===== src/pkg/smd_pkg.sv =====
// Purpose: constants for the system memory address latch and decode
// Assumes: one clock MCLK, asynchronous active-high reset RST
// Notes: bit positions index the upper address byte and port A
//
// Functional notes
// - an 8-bit latch captures the low address byte when the strobe rises.
// - the latched low byte feeds memory address inputs, not the muxed bus.
// - address bit A15 chooses upper-half or lower-half memory decoding.
// - both half selects stay inactive (high) unless a memory cycle runs.
// - upper decoder gives four active-low enables from A14 and A13.
// - lower decoder gives four active-low enables from port bits 4 and 0.
// - discrete logic forms one chip enable per memory device.
// - port bits 1 and 2 drive the boot ROM top address lines as page.
// - code ROM 32 kbyte bank chosen by the bank-select decoder output.
// - mass-store ROM A14 is held high; only its upper half is used.
// - the 32 kbyte application RAM is selectable on the system bus.
// - the 32 kbyte capture buffer RAM is selectable on the system bus.
package smd_pkg;
    // *****************************************************************
    // reset values
    // *****************************************************************
    localparam logic [7:0] ADDR_LO_RST = 8'h00;
    localparam logic ALE_RST = 1'b0;
    // *****************************************************************
    // positions within the upper address byte (A8 is bit 0)
    // *****************************************************************
    localparam int HALF_BIT = 7;
    localparam int DEC_HI_BIT = 6;
    localparam int DEC_LO_BIT = 5;
    localparam int WIN_BIT = 6;
    // *****************************************************************
    // positions within peripheral port A
    // *****************************************************************
    localparam int PA_ZERO = 0;
    localparam int PA_PAGE_LO = 1;
    localparam int PA_PAGE_HI = 2;
    localparam int PA_RAM_SEL = 3;
    localparam int PA_FOUR = 4;
    // *****************************************************************
    // lower decoder output use
    // *****************************************************************
    localparam int LO_PAGE = 0;
    localparam int LO_BANK0 = 1;
    localparam int LO_BANK1 = 2;
    localparam int LO_MASS = 3;
    // *****************************************************************
    // fixed levels
    // *****************************************************************
    localparam logic MASS_A14_LVL = 1'b1;
    localparam logic [3:0] DEC_IDLE = 4'hf;
endpackage


===== src/smd_memory_decode.sv =====
// Purpose: low address demultiplex and memory chip-select decode
// Assumes: bus, strobe and port inputs synchronous to MCLK
// Notes: decode is combinational; latched address comes from flops
module smd_memory_decode #(
    parameter int LATCH_W = 8
) (
    input wire logic MCLK,
    input wire logic RST,
    input wire logic [LATCH_W-1:0] MUXED_ADDR_DATA_BUS,
    input wire logic ALE,
    input wire logic [7:0] ADDR_HI,
    input wire logic MEM_IO_N,
    input wire logic [7:0] PORT_A,
    output logic [LATCH_W-1:0] SYS_ADDR_LO,
    output logic HALF_ENABLE_A_N,
    output logic HALF_ENABLE_B_N,
    output logic [3:0] UPPER_EN_N,
    output logic [3:0] LOWER_EN_N,
    output logic BANK_SELECT_N,
    output logic PAGE_SELECT_LOW,
    output logic PAGE_SELECT_HIGH,
    output logic MASS_ROM_A14,
    output logic PAGE_ROM_CE_N,
    output logic BANK_ROM_CE_N,
    output logic MASS_ROM_CE_N,
    output logic APP_RAM_CE_N,
    output logic CAP_RAM_CE_N
);

    // *****************************************************************
    // parameter check
    // *****************************************************************
    if (LATCH_W < 1 || LATCH_W > 16) begin : g_bad_width
        $error("LATCH_W must lie between 1 and 16");
    end

    // *****************************************************************
    // address latch
    // *****************************************************************
    logic [LATCH_W-1:0] addr_lo_r;
    logic [LATCH_W-1:0] addr_lo_nxt;
    logic ale_r;
    logic ale_nxt;
    logic ale_rise;

    // strobe is compared with its last sample, so the rise is caught on the first MCLK edge that sees it high
    // a held strobe captures once; a repeat needs the strobe low first
    always_comb begin
        ale_nxt = ALE;
        ale_rise = ALE & ~ale_r;
        addr_lo_nxt = addr_lo_r;
        if (ale_rise) begin
            addr_lo_nxt = MUXED_ADDR_DATA_BUS;
        end
        // otherwise held through the data phase
    end

    always_ff @(posedge MCLK or posedge RST) begin
        if (RST) begin
            addr_lo_r <= LATCH_W'(smd_pkg::ADDR_LO_RST);
            ale_r <= smd_pkg::ALE_RST;
        end else begin
            addr_lo_r <= addr_lo_nxt;
            ale_r <= ale_nxt;
        end
    end

    // separate driver keeps memory address off the muxed lines
    assign SYS_ADDR_LO = addr_lo_r;

    // *****************************************************************
    // half select
    // *****************************************************************
    logic mem_cycle;
    logic half_a;
    logic half_b;

    assign mem_cycle = ~MEM_IO_N;
    assign half_a = mem_cycle & ADDR_HI[smd_pkg::HALF_BIT];
    assign half_b = mem_cycle & ~ADDR_HI[smd_pkg::HALF_BIT];
    assign HALF_ENABLE_A_N = ~half_a;
    assign HALF_ENABLE_B_N = ~half_b;

    // *****************************************************************
    // dual two-to-four decoder
    // *****************************************************************
    logic [1:0] up_sel;
    logic [1:0] lo_sel;

    assign up_sel = {ADDR_HI[smd_pkg::DEC_HI_BIT],
                     ADDR_HI[smd_pkg::DEC_LO_BIT]};
    assign lo_sel = {PORT_A[smd_pkg::PA_FOUR], PORT_A[smd_pkg::PA_ZERO]};

    for (genvar i = 0; i < 4; i++) begin : g_dec
        assign UPPER_EN_N[i] = ~(half_a & (up_sel == 2'(i)));
        assign LOWER_EN_N[i] = ~(half_b & (lo_sel == 2'(i)));
    end

    // *****************************************************************
    // discrete chip-enable logic
    // *****************************************************************
    logic upper_any;
    logic win_low;

    assign upper_any = ~(&UPPER_EN_N);
    // page and mass ROMs both see a 16 kbyte window of the lower half
    assign win_low = ~ADDR_HI[smd_pkg::WIN_BIT];

    // each enable comes from distinct decoder outputs; the bank ROM takes two
    assign PAGE_ROM_CE_N = ~(~LOWER_EN_N[smd_pkg::LO_PAGE] &
                             win_low);
    assign BANK_ROM_CE_N = LOWER_EN_N[smd_pkg::LO_BANK0] &
                           LOWER_EN_N[smd_pkg::LO_BANK1];
    assign MASS_ROM_CE_N = ~(~LOWER_EN_N[smd_pkg::LO_MASS] &
                             win_low);

    // both RAMs share the whole upper half; port A picks which
    assign APP_RAM_CE_N = ~(upper_any &
                            ~PORT_A[smd_pkg::PA_RAM_SEL]);
    assign CAP_RAM_CE_N = ~(upper_any &
                            PORT_A[smd_pkg::PA_RAM_SEL]);

    // *****************************************************************
    // paging and banking
    // *****************************************************************
    assign PAGE_SELECT_LOW = PORT_A[smd_pkg::PA_PAGE_LO];
    assign PAGE_SELECT_HIGH = PORT_A[smd_pkg::PA_PAGE_HI];
    // low selects bank 0; the top ROM address line follows it
    assign BANK_SELECT_N = LOWER_EN_N[smd_pkg::LO_BANK0];
    // lower half of that ROM is unused space
    assign MASS_ROM_A14 = smd_pkg::MASS_A14_LVL;

    // *****************************************************************
    // assertions
    // *****************************************************************
    logic [4:0] ce_act;
    assign ce_act = ~{PAGE_ROM_CE_N, BANK_ROM_CE_N, MASS_ROM_CE_N,
                      APP_RAM_CE_N, CAP_RAM_CE_N};
endmodule


===== config.mk =====
export PLATFORM = sky130hd
export DESIGN_NAME = smd_memory_decode
export DESIGN_NICKNAME = d
export VERILOG_FILES = /design/src/pkg/smd_pkg.sv /design/src/smd_memory_decode.sv
export SDC_FILE = /design/constraint.sdc
export NUM_CORES = 1
export LEC_CHECK = 0
export BUFFER_PORTS_ARGS = -buffer_cell sky130_fd_sc_hd__buf_4
export CAP_MARGIN = 15
export CORE_MARGIN = 3
export CORE_UTILIZATION = 34
export CTS_CLUSTER_DIAMETER = 30
export DETAILED_ROUTE_END_ITERATION = 10
export GPL_TIMING_DRIVEN = 1
export HOLD_SLACK_MARGIN = 0.06
export PLACE_DENSITY = 0.78
export SETUP_SLACK_MARGIN = 0.05
export SYNTH_ARGS = -nofsm -noshare
export SYNTH_HDL_FRONTEND = slang
export SYNTH_SLANG_ARGS = --single-unit

===== constraint.sdc =====
create_clock -name MCLK -period 2.2 [get_ports MCLK]
set_input_delay 0.44 -clock MCLK [delete_from_list [all_inputs] [get_ports MCLK]]
set_output_delay 0.44 -clock MCLK [all_outputs]
set_load 0.1 [all_outputs]

### After elaboration in Yosys (flattened, before gate mapping)

Cells that the tools add are included.

* equality and inequality tests: 6
* bitwise gates (word level): 36
* reductions and logical operators: 3

Operators with widths (count)
* 1-bit inverter: 20
* 1-bit bitwise AND: 16
* 2-bit equality test (second input constant): 4
* 2-bit by 1-bit equality test with 1-bit output (second input constant): 2
* 2-bit zero test: 2
* 4-bit AND reduction: 1

* bits in registers: 9
* output and inout bits: 27

### Longest topological paths before layout

Gate-level depths: netlist of run 1.

* depth after elaboration: 8
* gate-level depth with buffers: 3

### Worst setup path before layout of run 1

OpenSTA, ideal clock, no wires.

* kind: in2out
* start: in MEM_IO_N
* end: out UPPER_EN_N[0]
* arrival: 2.067 ns
* setup slack: -0.307 ns
* stages: 3
* cells stage by stage: and2b_1 -> inv_1 -> or3_1

* word-level cells in the longest chain between the ends: 4

Ends and longest elaborated chain
* start, declared: RTL line smd_memory_decode.sv:12 `input wire logic MEM_IO_N,`
* 1-bit inverter: RTL line smd_memory_decode.sv:78 `assign mem_cycle = ~MEM_IO_N;`
* 1-bit bitwise AND: RTL line smd_memory_decode.sv:79 `assign half_a = mem_cycle & ADDR_HI[smd_pkg::HALF_BIT];`
* 1-bit bitwise AND: RTL line smd_memory_decode.sv:95 `assign UPPER_EN_N[i] = ~(half_a & (up_sel == 2'(i)));`
* 1-bit inverter: RTL line smd_memory_decode.sv:95
* end, declared: RTL line smd_memory_decode.sv:17 `output logic [3:0] UPPER_EN_N,`

Every way passes these cells.

### Worst setup path in the final report of run 1

* start: in MEM_IO_N
* end: out PAGE_ROM_CE_N

* word-level cells in the longest chain between the ends: 5

Ends and longest elaborated chain
* 1-bit inverter: RTL line smd_memory_decode.sv:78
* 1-bit bitwise AND: RTL line smd_memory_decode.sv:80 `assign half_b = mem_cycle & ~ADDR_HI[smd_pkg::HALF_BIT];`
* 1-bit bitwise AND: RTL line smd_memory_decode.sv:96 `assign LOWER_EN_N[i] = ~(half_b & (lo_sel == 2'(i)));`
* 1-bit bitwise AND: RTL line smd_memory_decode.sv:110 `assign PAGE_ROM_CE_N = ~(~LOWER_EN_N[smd_pkg::LO_PAGE] &`
* 1-bit inverter: RTL line smd_memory_decode.sv:110
* end, declared: RTL line smd_memory_decode.sv:23 `output logic PAGE_ROM_CE_N,`

Every way passes these cells.

==> flow_summary.json, run 1 <==
{
  "detailroute.via_count": 456,
  "yosysMostFrequentCell": "dfrtp_1",
  "total_drc_errors_in_the_routed_layout": 0,
  "hold_crit_class": "primary input to asynchronous set/reset pin",
  "worstSetupPathType": "primary input to output port",
  "synth.top_cells.by_count": "dfrtp_1, mux2_2, buf_4, nand3b_1, inv_1",
  "vias_in_the_first_global_route": 432,
  "track_usage": 0.1295,
  "finalWeightedCongestion": 0.6762,
  "global_route_wire_length_before_repair_mm": 1.842,
  "netlist-cell-type-count": 18,
  "fillers": 108,
  "die_footprint_sq_um": 1892,
  "cp_cell_sequence": "buf_4 > or4_4 > or2_4 > buf_4",
  "numCtsBuffers": 3,
  "ys_top_cells_by_area": "dfrtp_1, mux2_2, buf_4, nand3b_1, inv_1",
  "numClockSinks": 9,
  "period_minus_slack_ns": 1.995,
  "hold_viol_final": 0,
  "postSynthCellCount": 43,
  "drt_pre_antenna_iters": 2,
  "setup_viol": 0,
  "fin_tns_setup_ns": 0,
  "powerDensity_nw_per_um2": 839.8,
  "tritoncts": "yes",
  "critical_path.startpoint_type": "primary input",
  "start_util": 0.3930,
  "final.setup_skew_ns": 0.003049,
  "finalMaxSlewViolations": 0,
  "fp.coreArea_sq_um": 1216,
  "synth_top_area_frac": 0.4712,
  "async_reset_ff_frac": 1.000,
  "path_max_fanout": 3,
  "syn_avg_cell_area_sq_um": 11.12,
  "r2r_cells": 3,
  "grt_setup_unrepaired": "no",
  "dp.final_hpwl_um": 951.7,
  "final_min_period_over_clock_period": 0.9068,
  "worst_path_most_repeated_cell": "buf_4",
  "drt_iter0_markers": 1,
  "worst_ir_drop_vdd_v": 0.0004477,
  "cell_area_after_synthesis_sq_um": 478.0,
  "clock_network_latency_to_the_later_pin_of_the_worst_skew_pair_ns": 0.25,
  "die-width_um": 43.50,
  "ys_warn_count": 0,
  "postLayoutSetupSlackWorst_ns": 0.2051,
  "pin_count_of_the_biggest_net_entering_global_routing": 10,
  "status": "finished clean",
  "antenna_cells_inserted": 0,
  "globalRoute.totalOverflow": 0,
  "synth-edff-count": 0,
  "clk_transition_reported_paths_ns": 0.06,
  "worst-endpoint-arrival_ns": 1.55,
  "avgRoutedWirePerCell_um": 11.71,
  "fmax_mhz": 501.3,
  "floorplan.die.height_um": 43.50,
  "rrSetupSlack_ns": 1.10,
  "synthesis_stage_register_bit_count": 9,
  "total_nets_final": 113,
  "endpoint_of_the_most_critical_register_to_register_path": "SYS_ADDR_LO[0]$_DFFE_PP0P_",
  "critPathCaptureType": "output port",
  "layout-area-overhead-vs-synth_pct": 70.94,
  "syn-num-nets": 71,
  "post_route_cells_drive_above_1_share": 0.6786,
  "ctsRootBufferMaster": "clkbuf_4",
  "critical-path-max-stage-delay_ns": 0.53,
  "post_cts_hold_buffer_count": 0,
  "power.leakage_nw": 0.3908,
  "ys.flop_type": "dfrtp_1",
  "synth.yosys.seq_area_share": 0.4712,
  "initial_antenna_violation_count": 0,
  "preCtsSetupSlack_ns": 0.2043,
  "numPortBuffers": 41,
  "crit-reg2reg-launch": "ale_r$_DFF_PP0_",
  "cts_setup_buffers": 0,
  "cts-htree-levels": 1,
  "synth.largest_area_cell": "dfrtp_1",
  "io-pin-count": 55,
  "ctsResizeCount": 0,
  "max_cap_violations": 0,
  "max-clock-path-buffers": 2,
  "drtAntennaViolNets": 0,
  "num_rows": 12,
  "crit_slowest_cell": "or4_4",
  "worst-endpoint-required_ns": 1.76,
  "vias_per_cell": 4.653,
  "routed_wirelength_mm": 1.148
}
-- report_power, final --
group | leakage, nW | total [mW] | switching, mW | internal, mW
clock network | 0.0150 | 0.124 | 0.0547 | 0.0697
logic | 0.270 | 0.363 | 0.278 | 0.0845
registers | 0.105 | 0.199 | 0.0109 | 0.188
-- routing by layer --
metal | GRT usage | vias up | part of all wire
met4 | 0.1145 | 0 | 0.015
met1 | 0.1501 | 197 | 0.38
met3 | 0.03734 | 4 | 0.18
li1 | - | 220 | -
met5 | 0 | - | 0
met2 | 0.1917 | 35 | 0.42
-- how the worst max path moves through the flow --
| stage | from | to | slack (ns) | cells past startpoint |
|---|---|---|---|---|
| floorplan | MEM_IO_N | LOWER_EN_N[1] | -0.11 | 3 |
| global placement | MEM_IO_N | PAGE_ROM_CE_N | 0.21 | 4 |
| detailed placement | MEM_IO_N | PAGE_ROM_CE_N | 0.20 | 4 |
| CTS | MEM_IO_N | PAGE_ROM_CE_N | 0.20 | 4 |
| global route | MEM_IO_N | PAGE_ROM_CE_N | 0.18 | 4 |
| finish | MEM_IO_N | PAGE_ROM_CE_N | 0.21 | 4 |
-- state kept, by name, summed over array words and instances, names as in the netlist --
name and count:
SYS_ADDR_LO 8, ale_r 1
-- logic make-up (layout without fill, tap and decap cells) --
kind of cell           Yosys count  count (layout)  synth area share
flip-flops                       9               9            0.4712
buffers and inverters            8              49           0.09685
AND/OR/NAND/NOR                 16              16            0.2173
other                            1               1          0.007846
XOR/XNOR                         1               1           0.01833
multiplexers                     8               8            0.1885
-- layout make-up --
| cell class | instances | area, sq um | area share |
|---|---|---|---|
| well taps | 14 | 17.52 | 0.02144 |
| repair buffers | 42 | 315.3 | 0.3859 |
| inverters | 3 | 11.26 | 0.01378 |
| multi-input cells | 26 | 221.5 | 0.2711 |
| flip-flops and latches | 9 | 225.2 | 0.2757 |
| clock buffers | 4 | 26.28 | 0.03216 |
-- layout by cell type (no fill, tap or decap), types with 2 or more instances in the layout --
master    count
nand2_1       2
buf_4        42
nand3b_1      4
clkbuf_4      3
inv_1         3
mux2_2        8
dfrtp_1       9
nand3_1       2
-- worst max-delay path, delay by kind of cell --
kind / cells / cell delay [ns]
buffers and inverters: 2 / 0.36
and+or+nand+nor: 2 / 0.76
-- metrics by stage --
step | total power, mW | instances | instance area [sq um] | hold slack (ns) | utilization
floorplan | 0.4979 | 43 | 505.5 | 0.2679 | -
global placement | 0.5632 | 94 | 790.8 | 0.4196 | 0.6502
detailed placement | 0.5669 | 94 | 790.8 | 0.4274 | 0.6502
CTS | 0.6936 | 98 | 817.0 | 0.1457 | 0.6718
global route | 0.7135 | 98 | 817.0 | 0.1577 | 0.6718
finish | 0.6862 | 98 | 817.0 | 0.1437 | 0.6718
No activity file was read; power rests on OpenSTA's default activity.
==> inputs of run 2 (changes only) <==
--- a/config.mk
+++ b/config.mk
@@ -8,12 +8,12 @@
 export BUFFER_PORTS_ARGS = -buffer_cell sky130_fd_sc_hd__buf_4
 export CAP_MARGIN = 15
 export CORE_MARGIN = 3
-export CORE_UTILIZATION = 34
+export CORE_UTILIZATION = 32
 export CTS_CLUSTER_DIAMETER = 30
 export DETAILED_ROUTE_END_ITERATION = 10
 export GPL_TIMING_DRIVEN = 1
 export HOLD_SLACK_MARGIN = 0.06
-export PLACE_DENSITY = 0.78
+export PLACE_DENSITY = 0.74
 export SETUP_SLACK_MARGIN = 0.05
 export SYNTH_ARGS = -nofsm -noshare
 export SYNTH_HDL_FRONTEND = slang
==> constraint.sdc (replaced) <==
create_clock -name MCLK -period 1.9 [get_ports MCLK]
set_input_delay 0.38 -clock MCLK [delete_from_list [all_inputs] [get_ports MCLK]]
set_output_delay 0.38 -clock MCLK [all_outputs]
set_load 0.1 [all_outputs]
==> run 2 against run 1 <==
Total power grew 16%. Die area grew 5.4%. First-iteration DRC count is the same. Sequential power grew 16%. Routed wire length shrank 3.4%. Via count grew 5.7%. Clock skew grew 0.0013 ns. Non-clock buffer count grew 1. Register-to-register slack lost 0.29 ns. Clock power grew 18%. Critical path depth is the same. Worst setup slack lost 0.13 ns.
==> flow_summary.json, run 2 (synthesized netlist as in run 1, its figures left out) <==
{
  "avgRoutedWirePerCell_um": 11.09,
  "total_drc_errors_in_the_routed_layout": 0,
  "worst-endpoint-required_ns": 1.52,
  "globalRoute.totalOverflow": 0,
  "powerDensity_nw_per_um2": 960.2,
  "max-clock-path-buffers": 2,
  "dp_cells": 96,
  "grt_setup_unrepaired": "no",
  "hold_crit_class": "primary input to asynchronous set/reset pin",
  "crit_startpoint": "MEM_IO_N",
  "final.setup_skew_ns": 0.004381,
  "post_cts_hold_buffer_count": 0,
  "global_route.peak_usage_layer": "met2",
  "finalWeightedCongestion": 0.6934,
  "status": "finished clean",
  "drtAntennaViolNets": 0,
  "dp.final_hpwl_um": 933.6,
  "clk_transition_reported_paths_ns": 0.06,
  "start_util": 0.3540,
  "initial_antenna_violation_count": 0,
  "finalMaxSlewViolations": 0,
  "track_usage": 0.1225,
  "numPortBuffers": 41,
  "drt_pre_antenna_iters": 2,
  "max_cap_violations": 0,
  "global_route_wire_length_before_repair_mm": 1.800,
  "clock_network_latency_to_the_later_pin_of_the_worst_skew_pair_ns": 0.26,
  "tritoncts": "yes",
  "final_min_period_over_clock_period": 0.9618,
  "comb_power_share": 0.529,
  "cts-htree-levels": 1,
  "psw_uw": 399.5,
  "layout-area-overhead-vs-synth_pct": 73.82,
  "post_route_cells_drive_above_1_share": 0.6941,
  "antenna_cells_inserted": 0,
  "postLayoutSetupSlackWorst_ns": 0.07250,
  "worst_ir_drop_vdd_v": 0.0005633,
  "crit-reg2reg-launch": "ale_r$_DFF_PP0_",
  "detailroute.via_count": 482,
  "grt.met1_usage": 0.1263,
  "num_rows": 13,
  "fp.coreArea_sq_um": 1350,
  "total_nets_final": 114,
  "largest_register_ffs": 8,
  "die-width_um": 44.65,
  "preCtsSetupSlack_ns": 0.02701,
  "gr-usage-met2": 0.2120,
  "io-pin-count": 55,
  "vias_in_the_first_global_route": 433,
  "p_seq_frac": 0.288,
  "critPathCaptureType": "output port",
  "numCtsBuffers": 3,
  "numClockSinks": 9,
  "routed_wirelength_mm": 1.109,
  "vias_per_cell": 4.820,
  "critical_path.startpoint_type": "primary input",
  "worst-endpoint-arrival_ns": 1.45,
  "hold_viol_final": 0,
  "fmax_mhz": 547.2,
  "drt_iter0_markers": 1,
  "power.internal_uw": 398.3,
  "switching_share": 0.5007,
  "die_footprint_sq_um": 1993,
  "power.leakage_nw": 0.3971,
  "worstSetupPathType": "primary input to output port",
  "layout.cells.most_common": "buf_4",
  "clock_power_share": 0.183,
  "period_minus_slack_ns": 1.827,
  "layout.cells.non_filler": 100,
  "path_max_fanout": 3,
  "layout_common_cells": "buf_4, dfrtp_1, mux2_2",
  "ctsRootBufferMaster": "clkbuf_4",
  "design_power_total_uw": 797.7,
  "pin_count_of_the_biggest_net_entering_global_routing": 10,
  "setup_viol": 0,
  "grt.met3_usage": 0.04065,
  "floorplan.die.height_um": 44.65
}
-- run 2: changes by cell type in the layout (fill, tap and decap cells not counted), sizes merged --
cell,delta
buf,+1
-- run 2: worst paths after layout --
kind / slack, ns / to / depth (start not counted)
max in group asynchronous: 1.56 / SYS_ADDR_LO[4]$_DFFE_PP0P_ / 2
worst max register to register: 0.81 / SYS_ADDR_LO[3]$_DFFE_PP0P_ / 3
worst min-delay path: 0.08 / SYS_ADDR_LO[0]$_DFFE_PP0P_ / 2
worst min register to register: 0.51 / SYS_ADDR_LO[0]$_DFFE_PP0P_ / 1
worst max-delay path: 0.07 / PAGE_ROM_CE_N / 4
min in group MCLK: 0.23 / ale_r$_DFF_PP0_ / 1
-- run 2: layout make-up --
class / count / area [sq um]
Tap cell: 15 / 18.77
Inverter: 3 / 11.26
Timing Repair Buffer: 43 / 326.6
Sequential cell: 9 / 225.2
Clock buffer: 4 / 26.28
Multi-Input combinational cell: 26 / 222.7
Fill cell: 123 / 519.2
-- run 2: power by group through the flow --
stage | sequential [mW] | combinational (mW) | clock (mW)
5_1_grt | 0.234 | 0.435 | 0.156
3_3_place_gp | 0.233 | 0.421 | 0
4_1_cts | 0.231 | 0.424 | 0.151
3_5_place_dp | 0.234 | 0.423 | 0
6_report | 0.230 | 0.422 | 0.146
2_1_floorplan | 0.419 | 0.158 | 0
-- run 2: stage by stage --
stage	util	hold WS [ns]	TNS, ns	area [sq um]
6_report	0.6154	0.08253	0	830.8
5_1_grt	0.6154	0.1075	0	830.8
4_1_cts	0.6145	0.08712	0	829.5
3_5_place_dp	0.5922	0.3638	0	799.5
3_3_place_gp	0.5922	0.3620	0	799.5
2_1_floorplan	-	0.2079	-0.4275	505.5
-- run 2: critical path, stage by stage --
cell and delay (ns):
buf_4 0.12, or4_4 0.53, or2_4 0.24, buf_6 0.18
-- run 2: what timing repair did --
item,in CTS,in global routing
setup buffers,0,0
setup endpoints to repair,1,1
gates resized for setup,1,1
pin swaps,0,0
hold endpoints to repair,0,0
-- run 2: layer usage --
metal	part of all wire	up-vias
met5	0	-
met4	0.015	0
met3	0.24	2
met2	0.42	39
met1	0.32	217
li1	-	224
==> inputs of run 3 (changes only) <==
--- a/config.mk
+++ b/config.mk
@@ -5,15 +5,16 @@
 export SDC_FILE = /design/constraint.sdc
 export NUM_CORES = 1
 export LEC_CHECK = 0
+export ABC_AREA = 1
 export BUFFER_PORTS_ARGS = -buffer_cell sky130_fd_sc_hd__buf_4
 export CAP_MARGIN = 15
 export CORE_MARGIN = 3
-export CORE_UTILIZATION = 32
+export CORE_UTILIZATION = 33
 export CTS_CLUSTER_DIAMETER = 30
 export DETAILED_ROUTE_END_ITERATION = 10
 export GPL_TIMING_DRIVEN = 1
 export HOLD_SLACK_MARGIN = 0.06
-export PLACE_DENSITY = 0.74
+export PLACE_DENSITY = 0.73
 export SETUP_SLACK_MARGIN = 0.05
 export SYNTH_ARGS = -nofsm -noshare
 export SYNTH_HDL_FRONTEND = slang
==> run 3 against run 2 <==
Die area rose by 5.7%. Non-clock buffer count is 2 lower. Fmax up 20%. Hold slack gained 0.0055 ns. Design area up 4.1%. Flip-flop and latch count stayed put. Register-to-register slack better by 0.24 ns. Cell count up 25%. Global-route usage increased by 0.56 points. Via count increased by 17%. Clock skew is 0.0034 ns lower.
==> flow_summary.json, run 3 <==
{
  "global_route_wire_length_before_repair_mm": 1.987,
  "preCtsSetupSlack_ns": 0.3663,
  "synth-edff-count": 0,
  "total_drc_errors_in_the_routed_layout": 0,
  "period_minus_slack_ns": 1.525,
  "floorplan.die.height_um": 45.91,
  "finalWeightedCongestion": 0.6302,
  "layout.cells.most_common": "buf_4",
  "syn-num-nets": 98,
  "setup_viol": 0,
  "layout-area-overhead-vs-synth_pct": 64.52,
  "io-pin-count": 55,
  "largest_register_ffs": 8,
  "synth_top_area_frac": 0.4286,
  "cell_area_after_synthesis_sq_um": 525.5,
  "power.leakage_nw": 0.4624,
  "global_route.peak_usage_layer": "met2",
  "finalMaxSlewViolations": 0,
  "initial_antenna_violation_count": 0,
  "layout_common_cells": "buf_4, nand2_1, nand3_1",
  "status": "finished clean",
  "postPlaceCellArea_sq_um": 838.3,
  "final.setup_skew_ns": 0.0009426,
  "die-width_um": 45.91,
  "avgRoutedWirePerCell_um": 9.952,
  "detailroute.via_count": 563,
  "synthesis_stage_register_bit_count": 9,
  "post-route-cell-area_sq_um": 864.6,
  "postSynthCellCount": 70,
  "gr-usage-met2": 0.2143,
  "fmax_mhz": 655.7,
  "ctsResizeCount": 0,
  "post_cts_hold_buffer_count": 0,
  "synth.yosys.seq_area_share": 0.4286,
  "ys_top_cells_by_area": "dfrtp_1, nand2_1, nand3_1, buf_4, inv_1",
  "pin_count_of_the_biggest_net_entering_global_routing": 11,
  "postLayoutSetupSlackWorst_ns": 0.3748,
  "hold_slack_ns": 0.08803,
  "numClockSinks": 9,
  "die_footprint_sq_um": 2107,
  "globalRoute.totalOverflow": 0,
  "worst_ir_drop_vdd_v": 0.0006114,
  "clk_transition_reported_paths_ns": 0.06,
  "antenna_cells_inserted": 0,
  "start_util": 0.3757,
  "numPortBuffers": 41,
  "critPathCaptureType": "output port",
  "grt.met3_usage": 0.03162,
  "grt.met1_usage": 0.1477,
  "vias_per_cell": 4.504,
  "track_usage": 0.1281,
  "drtAntennaViolNets": 0,
  "ys_warn_count": 0,
  "layout.cells.non_filler": 125,
  "tritoncts": "yes",
  "critical_path.startpoint_type": "primary input",
  "worst-endpoint-required_ns": 1.52,
  "max-clock-path-buffers": 2,
  "num_rows": 13,
  "fin_tns_setup_ns": 0,
  "cts-htree-levels": 1,
  "vias_in_the_first_global_route": 503,
  "routed_wirelength_mm": 1.244,
  "max_cap_violations": 0,
  "syn_avg_cell_area_sq_um": 7.507,
  "final_min_period_over_clock_period": 0.8027,
  "cts_setup_buffers": 0,
  "powerDensity_nw_per_um2": 876.3,
  "total_nets_final": 139,
  "post_route_cells_drive_above_1_share": 0.5000,
  "numCtsBuffers": 3,
  "grt_setup_unrepaired": "no",
  "path_max_fanout": 3,
  "yosysMostFrequentCell": "nand2_1",
  "dp_cells": 121,
  "hold_crit_class": "primary input to asynchronous set/reset pin",
  "ctsRootBufferMaster": "clkbuf_4",
  "fp.coreArea_sq_um": 1399,
  "dp.final_hpwl_mm": 1.031,
  "hold_viol_final": 0,
  "synth.largest_area_cell": "dfrtp_1",
  "async_reset_ff_frac": 1.000,
  "clock_network_latency_to_the_later_pin_of_the_worst_skew_pair_ns": 0.25,
  "fillers": 134,
  "netlist-cell-type-count": 12,
  "drt_pre_antenna_iters": 2,
  "worstSetupPathType": "primary input to output port",
  "ys.flop_type": "dfrtp_1",
  "drt_iter0_markers": 4,
  "worst-endpoint-arrival_ns": 1.15,
  "synth.top_cells.by_count": "nand2_1, nand3_1, inv_1"
}
## run 3: cell count changes after synthesis, moves of 2 or more
| cell | before | now |
|---|---|---|
| nand2_1 | 2 | 20 |
| nand3_1 | 2 | 14 |
| mux2_2 | 8 | 0 |
| inv_1 | 3 | 10 |
| nand3b_1 | 4 | 0 |
| nor2_2 | 0 | 3 |
| inv_2 | 0 | 2 |
| nand2_4 | 0 | 2 |
| nand4_1 | 0 | 2 |
## run 3: path summary, 6_finish.rpt
| kind | from | to | slack, ns | cells after the start |
|---|---|---|---|---|
| worst max-delay path | ADDR_HI[7] | BANK_ROM_CE_N | 0.37 | 6 |
| worst min-delay path | RST | SYS_ADDR_LO[0]$_DFFE_PP0P_ | 0.09 | 2 |
| worst max register to register | ale_r$_DFF_PP0_ | SYS_ADDR_LO[2]$_DFFE_PP0P_ | 1.05 | 4 |
| worst min register to register | SYS_ADDR_LO[0]$_DFFE_PP0P_ | SYS_ADDR_LO[0]$_DFFE_PP0P_ | 0.47 | 2 |
| max in group asynchronous | RST | SYS_ADDR_LO[6]$_DFFE_PP0P_ | 1.56 | 2 |
| min in group MCLK | ALE | ale_r$_DFF_PP0_ | 0.33 | 1 |
## run 3: cell families (layout without fill, tap and decap cells)
family | Yosys count | count (layout) | synth area share
and+or+nand+nor | 43 | 43 | 0.4071
buffers and inverters | 17 | 57 | 0.1572
DFF | 9 | 9 | 0.4286
other | 1 | 1 | 0.007136
## run 3: final cells by class
| cell class | count | area [sq um] | area share |
|---|---|---|---|
| sequential | 9 | 225.2 | 0.2605 |
| timing repair buffer | 41 | 307.8 | 0.3560 |
| tap | 15 | 18.77 | 0.02171 |
| inverter | 12 | 52.55 | 0.06078 |
| multi-input combinational | 44 | 234.0 | 0.2706 |
| clock buffer | 4 | 26.28 | 0.03039 |
## run 3: power by group
group / switching [mW] / internal [mW] / leakage (nW)
clock: 0.0613 / 0.0806 / 0.0150
combinational: 0.308 / 0.0814 / 0.337
sequential: 0.0118 / 0.214 / 0.111
## run 3: stage by stage
| step | total power [mW] | util |
|---|---|---|
| after floorplan | 0.5503 | - |
| after global placement | 0.6191 | 0.5993 |
| after detailed placement | 0.6215 | 0.5993 |
| after CTS | 0.7689 | 0.6181 |
| after global routing | 0.7966 | 0.6181 |
| final | 0.7576 | 0.6181 |
## run 3: worst max-delay path, stage by stage
cell and delay, ns:
buf_4 0.10, clkinvlp_4 0.14, nand2_8 0.10, nor2_4 0.04, nor2_2 0.09, buf_4 0.29
## run 3: metal layers
metal / wire (um) / share of wire
met4: 0 / 0
met3: 234 / 0.19
met1: 477 / 0.38
met2: 532 / 0.43
met5: 0 / 0
